$ cat src/verilog/fsmn_pkg.sv
// package of constants and carrier types for the fault status monitor
package fsmn_pkg;

    // register bus geometry
    localparam int unsigned FSMN_ADDR_W = 8;
    localparam int unsigned FSMN_DATA_W = 8;
    localparam int unsigned FSMN_CFG_W = 3;

    // register offsets on the serial control register space
    localparam logic [7:0] FSMN_OFS_LATCH_CLEAR = 8'h2D;
    localparam logic [7:0] FSMN_OFS_ACC_FAULT = 8'h6D;
    localparam logic [7:0] FSMN_OFS_CFG_MON = 8'h75;
    localparam logic [7:0] FSMN_OFS_LIVE_FAULT = 8'h7C;

    // values after reset
    localparam logic [7:0] FSMN_RST_LATCH_CLEAR = 8'h30;
    localparam logic [7:0] FSMN_RST_ACC_FAULT = 8'h00;
    localparam logic [7:0] FSMN_RST_CFG_MON = 8'h00;
    localparam logic [7:0] FSMN_RST_LIVE_FAULT = 8'h00;
    localparam logic [7:0] FSMN_UNMAPPED_DATA = 8'h00;

    // field position of the clear control inside its register
    localparam int unsigned FSMN_LATCH_CLEAR_BIT = 2;

    // fault bit positions, shared by live and accumulated vectors
    localparam int unsigned FSMN_BIT_FLYCAP_OV = 0;
    localparam int unsigned FSMN_BIT_OVERCURRENT = 1;
    localparam int unsigned FSMN_BIT_PLL = 2;
    localparam int unsigned FSMN_BIT_SUPPLY_UV = 3;
    localparam int unsigned FSMN_BIT_OT_WARN = 4;
    localparam int unsigned FSMN_BIT_OT_ERR = 5;
    localparam int unsigned FSMN_BIT_PIN_SHORT = 6;
    localparam int unsigned FSMN_BIT_DC_PROT = 7;

    // synchroniser depth in flip-flops
    localparam int unsigned FSMN_SYNC_STAGES = 2;

    // fault vector, msb first so that the packed value matches the register
    typedef struct packed {
        logic dc_prot;      // bit 7
        logic pin_short;    // bit 6
        logic ot_err;       // bit 5
        logic ot_warn;      // bit 4
        logic supply_uv;    // bit 3, power_stage_supply undervoltage
        logic pll;          // bit 2
        logic overcurrent;  // bit 1
        logic flycap_ov;    // bit 0
    } fsmn_fault_t;

    // output stage configuration codes as selected by the straps
    typedef logic [2:0] fsmn_cfg_t;

    // register access request from the serial interface engine
    typedef struct packed {
        logic rd;
        logic wr;
        logic [7:0] addr;
        logic [7:0] wdata;
    } fsmn_req_t;

endpackage

$ cat src/verilog/fsmn_sync.sv
// multi-bit level synchroniser for fault and configuration inputs
`timescale 1ns/1ns
module fsmn_sync #(
    parameter int unsigned WIDTH = 8,
    parameter int unsigned STAGES = 2
)
(
    // clock and reset
    input wire logic core_clk_i,
    input wire logic reset_n_i,
    // asynchronous levels in, synchronised levels out
    input wire logic [WIDTH-1:0] async_i,
    output logic [WIDTH-1:0] sync_o
);

    // shift chain; stage 0 is only read by stage 1
    logic [WIDTH-1:0] chain_reg [STAGES];

    // each bit is an independent level, so per-bit skew is harmless here
    always_ff @(posedge core_clk_i or negedge reset_n_i)
    begin
        if (!reset_n_i)
        begin
            for (int i = 0; i < STAGES; i++)
            begin
                chain_reg[i] <= '0;
            end
        end
        else
        begin
            chain_reg[0] <= async_i;
            for (int i = 1; i < STAGES; i++)
            begin
                chain_reg[i] <= chain_reg[i-1];
            end
        end
    end

    // last stage is the safe copy
    assign sync_o = chain_reg[STAGES-1];

endmodule

$ cat src/verilog/fsmn_top.sv
// fault status monitor: live and sticky fault registers plus configuration monitor
`timescale 1ns/1ns
module fsmn_top
(
    // clock and reset
    input wire logic core_clk_i,
    input wire logic reset_n_i,
    // fault sources from the protection circuits, asynchronous levels
    input wire fsmn_pkg::fsmn_fault_t fault_src_i,
    // output stage configuration straps, asynchronous levels
    input wire fsmn_pkg::fsmn_cfg_t cfg_sel_i,
    // register access from the serial interface engine, same clock
    input wire fsmn_pkg::fsmn_req_t reg_req_i,
    // read answer
    output logic [7:0] reg_rdata_o,
    output logic reg_rvalid_o,
    // sticky summary for an error pin driver
    output logic fault_any_o
);
    import fsmn_pkg::*;

    // reset release synchroniser
    logic rst_meta_reg;
    logic rst_sync_reg;
    logic rst_n;

    // synchronised sources
    logic [7:0] fault_sync;
    logic [2:0] cfg_sync;

    // register state
    logic [7:0] live_fault_reg;       // live fault flags
    logic [7:0] acc_fault_reg;        // accumulated fault flags
    logic [7:0] acc_fault_next;
    logic [2:0] cfg_mon_reg;          // output configuration monitor
    logic [7:0] latch_clear_reg;      // clear control register image
    logic clear_armed_reg;            // clear bit has been seen high
    logic clear_pulse;                // completed low-high-low toggle
    logic [7:0] rdata_next;
    logic fault_any_reg;
    logic rvalid_reg;

    // read mux decode, shared by the read path
    function automatic logic [7:0] fsmn_read_mux(
        input logic [7:0] addr,
        input logic [7:0] live,
        input logic [7:0] acc,
        input logic [2:0] cfg,
        input logic [7:0] clr
    );
        logic [7:0] res;
        res = FSMN_UNMAPPED_DATA;
        case (addr)
            FSMN_OFS_ACC_FAULT: res = acc;
            FSMN_OFS_LIVE_FAULT: res = live;
            FSMN_OFS_CFG_MON: res = {5'h00, cfg};
            FSMN_OFS_LATCH_CLEAR: res = clr;
            default: res = FSMN_UNMAPPED_DATA;
        endcase
        return res;
    endfunction

    // reset is asserted at once but released only after two clean edges
    always_ff @(posedge core_clk_i or negedge reset_n_i)
    begin
        if (!reset_n_i)
        begin
            rst_meta_reg <= 1'b0;
            rst_sync_reg <= 1'b0;
        end
        else
        begin
            rst_meta_reg <= 1'b1;
            rst_sync_reg <= rst_meta_reg;
        end
    end

    assign rst_n = rst_sync_reg;

    // fault sources come from analog comparators in another timing world
    fsmn_sync #(
        .WIDTH(8),
        .STAGES(FSMN_SYNC_STAGES)
    ) u_fault_sync (
        .core_clk_i(core_clk_i),
        .reset_n_i(rst_n),
        .async_i(fault_src_i),
        .sync_o(fault_sync)
    );

    // configuration straps are static but still pass the chain
    fsmn_sync #(
        .WIDTH(3),
        .STAGES(FSMN_SYNC_STAGES)
    ) u_cfg_sync (
        .core_clk_i(core_clk_i),
        .reset_n_i(rst_n),
        .async_i(cfg_sel_i),
        .sync_o(cfg_sync)
    );

    // live flags follow the sources, no latching at all
    always_ff @(posedge core_clk_i or negedge rst_n)
    begin
        if (!rst_n)
        begin
            live_fault_reg <= FSMN_RST_LIVE_FAULT;
        end
        else
        begin
            live_fault_reg <= fault_sync;
        end
    end

    // configuration monitor simply mirrors the selected output stage mode
    always_ff @(posedge core_clk_i or negedge rst_n)
    begin
        if (!rst_n)
        begin
            cfg_mon_reg <= FSMN_RST_CFG_MON[2:0];
        end
        else
        begin
            cfg_mon_reg <= cfg_sync;
        end
    end

    // clear control register is the only writable location here
    always_ff @(posedge core_clk_i or negedge rst_n)
    begin
        if (!rst_n)
        begin
            latch_clear_reg <= FSMN_RST_LATCH_CLEAR;
        end
        else if (reg_req_i.wr && reg_req_i.addr == FSMN_OFS_LATCH_CLEAR)
        begin
            latch_clear_reg <= reg_req_i.wdata;
        end
        // writes to the monitor offsets fall through and are dropped
    end

    // arm on the bit going high, fire when it returns low
    always_ff @(posedge core_clk_i or negedge rst_n)
    begin
        if (!rst_n)
        begin
            clear_armed_reg <= 1'b0;
        end
        else if (latch_clear_reg[FSMN_LATCH_CLEAR_BIT])
        begin
            clear_armed_reg <= 1'b1;
        end
        else
        begin
            clear_armed_reg <= 1'b0;
        end
    end

    // a write of high alone never clears; the falling half completes it
    assign clear_pulse = clear_armed_reg && !latch_clear_reg[FSMN_LATCH_CLEAR_BIT];

    // sticky accumulation; a fault present in the clear cycle survives
    always_comb
    begin
        if (clear_pulse)
        begin
            acc_fault_next = fault_sync;
        end
        else
        begin
            acc_fault_next = acc_fault_reg | fault_sync;
        end
    end

    // accumulated flags; host writes never reach this register
    always_ff @(posedge core_clk_i or negedge rst_n)
    begin
        if (!rst_n)
        begin
            acc_fault_reg <= FSMN_RST_ACC_FAULT;
        end
        else
        begin
            acc_fault_reg <= acc_fault_next;
        end
    end

    // summary flag for a fault pin, taken from the sticky vector
    always_ff @(posedge core_clk_i or negedge rst_n)
    begin
        if (!rst_n)
        begin
            fault_any_reg <= 1'b0;
        end
        else
        begin
            fault_any_reg <= |acc_fault_next;
        end
    end

    // read data picked from registered state, so the answer is one cycle late
    assign rdata_next = fsmn_read_mux(reg_req_i.addr, live_fault_reg, acc_fault_reg,
                                      cfg_mon_reg, latch_clear_reg);

    // read answer register
    always_ff @(posedge core_clk_i or negedge rst_n)
    begin
        if (!rst_n)
        begin
            reg_rdata_o <= 8'h00;
            rvalid_reg <= 1'b0;
        end
        else
        begin
            rvalid_reg <= reg_req_i.rd;
            if (reg_req_i.rd)
            begin
                reg_rdata_o <= rdata_next;
            end
        end
    end

    assign reg_rvalid_o = rvalid_reg;
    assign fault_any_o = fault_any_reg;

endmodule
$ cat config.mk
export PLATFORM = sky130hd
export DESIGN_NAME = fsmn_top
export DESIGN_NICKNAME = d
export VERILOG_FILES = /design/src/verilog/fsmn_pkg.sv /design/src/verilog/fsmn_sync.sv /design/src/verilog/fsmn_top.sv
export SDC_FILE = /design/constraint.sdc
export NUM_CORES = 1
export LEC_CHECK = 0
export BUFFER_PORTS_ARGS = -buffer_cell sky130_fd_sc_hd__buf_2
export CAP_MARGIN = 20
export CORE_MARGIN = 2
export CORE_UTILIZATION = 53
export CTS_BUF_LIST = sky130_fd_sc_hd__clkbuf_4 sky130_fd_sc_hd__clkbuf_8
export DETAILED_ROUTE_END_ITERATION = 6
export PLACE_DENSITY = 0.77
export SETUP_SLACK_MARGIN = 0.05
export SLEW_MARGIN = 20
export SYNTH_ARGS = -nofsm -noshare
export SYNTH_HDL_FRONTEND = slang
export SYNTH_HIERARCHICAL = 1
export SYNTH_SLANG_ARGS = --single-unit
$ cat constraint.sdc
create_clock -name core_clk_i -period 2.5 [get_ports core_clk_i]
set_input_delay 0.5 -clock core_clk_i [delete_from_list [all_inputs] [get_ports core_clk_i]]
set_output_delay 0.5 -clock core_clk_i [all_outputs]
set_load 0.005 [all_outputs]
==> results.txt <==
- Dominant cell type by area after synthesis: sky130_fd_sc_hd__dfrtp_1
* Part of the power in registers: 53.7%
- Across the VDD grid, the largest voltage drop is 451.1 uV.
- TritonCTS buffer count: 9
* Net switching power: 402.3 uW
- The die is 68.75 um wide.
- The via count of the first global-routing pass was 1256.
* Kind of end point of the critical path: flip-flop
- Number of vias per cell after detailed routing: 5.204
* Internal Pwr Total: 1600 uW
- Leaving out filler cells and counting taps, the final layout contains 235.
- The run finished with clean final reports.
- Yosys printed 6 warnings.
- Netlist area before placement: 2222 um2
- Top-level port count: 41
- In this run the number of H-tree levels came out at 3.
- The design draws 2002 uW.
- STA puts the critical path data arrival time at 1920 ps.
- Power Density: 768.8 nW/um2
- Global routing used 18.47% of the available tracks.
- Library cells used by synthesis: 28
* Worst-Skew Late Latency: 330 ps
- Of the synthesized area, sequential elements account for 69.93%.
- Count of TritonRoute iterations in the first routing pass: 4
* Period utilization: 68.31%
- Of all flip-flops after synthesis, the portion carrying an async set or reset was 100.0%.
* RSZ-0062 raised after global routing: false
- The count of nets left with antenna violations once routing finished came out at 0.
* Root Buffer: sky130_fd_sc_hd__clkbuf_8
* Number of register bits inferred by synthesis: 62
* Tmin final: 1708 ps
- Setup Total Neg Slack: 0 ps
- For this design the static power due to leakage is 0.001185 uW.
- First-iteration detailed-routing DRC count: 90
- The wire-length estimate of the detail-placed layout is 2605 um.
* Ys flop type: sky130_fd_sc_hd__dfrtp_1
- Fraction of synthesized cell area taken by the top area cell type: 67.57%
- Core area: 4029 um2
* Total vias in the final route: 1223
* Slew HR: 65.00%
- Required time at the worst-slack endpoint: 2710 ps
* Routed WL: 3614 um
* Kind of path behind the tightest hold check: flip-flop to async pin
* Clock share of power: 41.7%
- Deepest clock path buffer count: 2
- Post-CTS resize count: 0
* DIE AREA: 4727 um2
- Total Nets Final: 211
- Setup violations remaining at the end of the flow were counted as 0.
* Wire length per cell after detailed routing: 15.38 um
- Final estimated routing congestion in global placement: 0.8372
- Number of sinks on the clock net: 62
- Largest fanout on the critical path: 9
- Share of total power in combinational logic: 4.6%
* Largest cells by area after synthesis: sky130_fd_sc_hd__dfrtp_1 (68%), sky130_fd_sc_hd__mux2_2 (8.1%), sky130_fd_sc_hd__buf_4 (3.7%)
* Synthesized area per cell: 15.87 um2
- First-pass GRT wire length: 5878 um
- N_diodes: 0
- Cells fill 64.63% of the core in the end.
* Library cell contributing the largest single delay on the critical path: sky130_fd_sc_hd__and3b_1
- Entering global routing, the biggest net connects 27 pins.
- Count of placed standard cells including taps: 218
* Effective utilization at floorplan: 55.16%
- Maximum clock frequency: 585.6 MHz
* Startpoint class of the critical path: input pin
- CTS tree: yes
* Switching fraction of total power: 20.10%
- Synth Net Count: 171
* Worst Max-Slew Pin Slew: 525.0 ps
* Number of max-slew violations in the final report: 0
- The final-report hold violation count came to 0.
* CTS clk-pin slew, worst paths: 60 ps
* Residual DRC count: 0
- The total overflow left after global routing is 0.
* Skew final: 4.707 ps
* Die Y-Extent: 68.75 um
- Antenna violations before repair: 0
- The filler cells instantiated in the layout total 299.
* Chain of cells forming the critical path: buf_2 > nand4bb_4 > nor2_4 > and3b_1 > mux2_2
- For this run, the slowest stage of the critical path takes 450 ps.
* Number of flops mapped to enable cells by yosys: 0
- Counting every instance in the synthesized netlist gives 140.
- Critical setup path kind: input pin to flip-flop
* Share of final-layout standard cells stronger than drive strength 1: 44.86%
* Syn-to-layout area delta: 17.17%
* Maximum capacitance violations: 0
- After floorplanning, the core was divided into 23 placement rows.
- In this run the tool buffered the top-level ports with 40 buffer cells.
* Smallest hold slack: 243.7 ps
Yosys cell counts, types with 2 or more instances:
master                      instances
sky130_fd_sc_hd__a22o_1             3
sky130_fd_sc_hd__buf_6              2
sky130_fd_sc_hd__mux2_2            16
sky130_fd_sc_hd__dfrtp_1           60
sky130_fd_sc_hd__nor2_1             3
sky130_fd_sc_hd__o2bb2ai_1          8
sky130_fd_sc_hd__dfstp_2            2
sky130_fd_sc_hd__buf_4             11
sky130_fd_sc_hd__and2b_2            2
sky130_fd_sc_hd__a21o_1             8
sky130_fd_sc_hd__a22oi_1            8
critical path, delay by kind of cell:
kind / cells / cell delay [ps]
multiplexers: 1 / 390
buffers and inverters: 1 / 90
AND/OR/NAND/NOR: 3 / 930
power groups by stage:
stage                     Combinational (uW)  Sequential, uW  Clock [uW]
after floorplan                         60.4            1090           0
after global placement                  86.3            1090           0
after detailed placement                90.1            1090           0
after CTS                               92.1            1080         849
after global routing                     102            1080         896
final                                   91.1            1080         835
layer usage:
metal | wire [um] | vias up | track usage, %
met1 | 1490 | 592 | 21.65
met5 | 0 | - | 0
li1 | - | 569 | -
met2 | 1813 | 51 | 28.85
met4 | 93 | 0 | 11.03
met3 | 217 | 11 | 7.143
repair_timing:
item / CTS / global route
endpoints found under the setup margin: 0 / 0
setup buffers: 0 / 0
hold endpoints to repair: 2 / 0
hold buffers: 1 / 0
cell type report:
type / instances / area (um2) / share of cell area (%)
timing repair buffer: 43 / 225.2 / 8.650
inverter: 2 / 7.507 / 0.2883
tap: 50 / 62.56 / 2.403
sequential: 62 / 1555 / 59.73
clock buffer: 16 / 201.4 / 7.737
multi-input combinational: 62 / 551.8 / 21.19
cell usage in the layout, fill, tap and decap left out:
master / count
sky130_fd_sc_hd__dlygate4sd3_1: 1
sky130_fd_sc_hd__nor4_2: 1
sky130_fd_sc_hd__dfrtp_1: 59
sky130_fd_sc_hd__conb_1: 1
sky130_fd_sc_hd__a22o_1: 3
sky130_fd_sc_hd__nand3b_1: 1
sky130_fd_sc_hd__nor2_1: 3
sky130_fd_sc_hd__buf_2: 40
sky130_fd_sc_hd__and3b_1: 1
sky130_fd_sc_hd__dfstp_2: 2
sky130_fd_sc_hd__clkbuf_8: 13
sky130_fd_sc_hd__clkbuf_4: 3
sky130_fd_sc_hd__clkinv_1: 1
sky130_fd_sc_hd__nand4bb_4: 1
sky130_fd_sc_hd__inv_1: 1
sky130_fd_sc_hd__nand2_1: 1
sky130_fd_sc_hd__a21o_1: 8
sky130_fd_sc_hd__a22oi_1: 8
sky130_fd_sc_hd__mux2_2: 16
sky130_fd_sc_hd__dfrtp_2: 1
sky130_fd_sc_hd__nand4_1: 1
sky130_fd_sc_hd__nor2_4: 1
sky130_fd_sc_hd__a211o_2: 1
sky130_fd_sc_hd__and2b_2: 2
sky130_fd_sc_hd__or4_1: 1
sky130_fd_sc_hd__buf_4: 2
sky130_fd_sc_hd__nand2b_1: 1
sky130_fd_sc_hd__nor4_1: 1
sky130_fd_sc_hd__o31ai_1: 1
sky130_fd_sc_hd__o2bb2ai_1: 8
sky130_fd_sc_hd__o21bai_1: 1
stage by stage:
step           setup WS [ps]  instance area (um2)
2_1_floorplan          649.4                 2222
3_3_place_gp           567.7                 2392
3_5_place_dp           499.9                 2392
4_1_cts                817.4                 2604
5_1_grt                761.6                 2604
6_report               792.4                 2604
cells by family after synthesis:
| family | Yosys count | share of synthesized area [%] |
|---|---|---|
| AOI/OAI and AO/OA | 30 | 10.87 |
| other | 1 | 0.1688 |
| DFF | 62 | 69.93 |
| and+or+nand+nor | 15 | 5.688 |
| buffers and inverters | 16 | 5.236 |
| muxes | 16 | 8.108 |
final timing paths:
path,start,to,slack (ps),cells past startpoint
max in group asynchronous,rst_n,cfg_mon_reg[0],1590,1
setup / recovery,reg_req_i[15],latch_clear_reg[0],790,5
hold reg to reg,rst_n,u_fault_sync/sync_o[3],240,0
setup reg to reg,acc_fault_reg[7],fault_any_o,1110,3
min in group core_clk_i,fault_src_i[3],u_fault_sync/chain_reg[11],270,1
hold / removal,rst_n,u_fault_sync/sync_o[3],240,0
No activity file was read; power rests on OpenSTA's default activity.
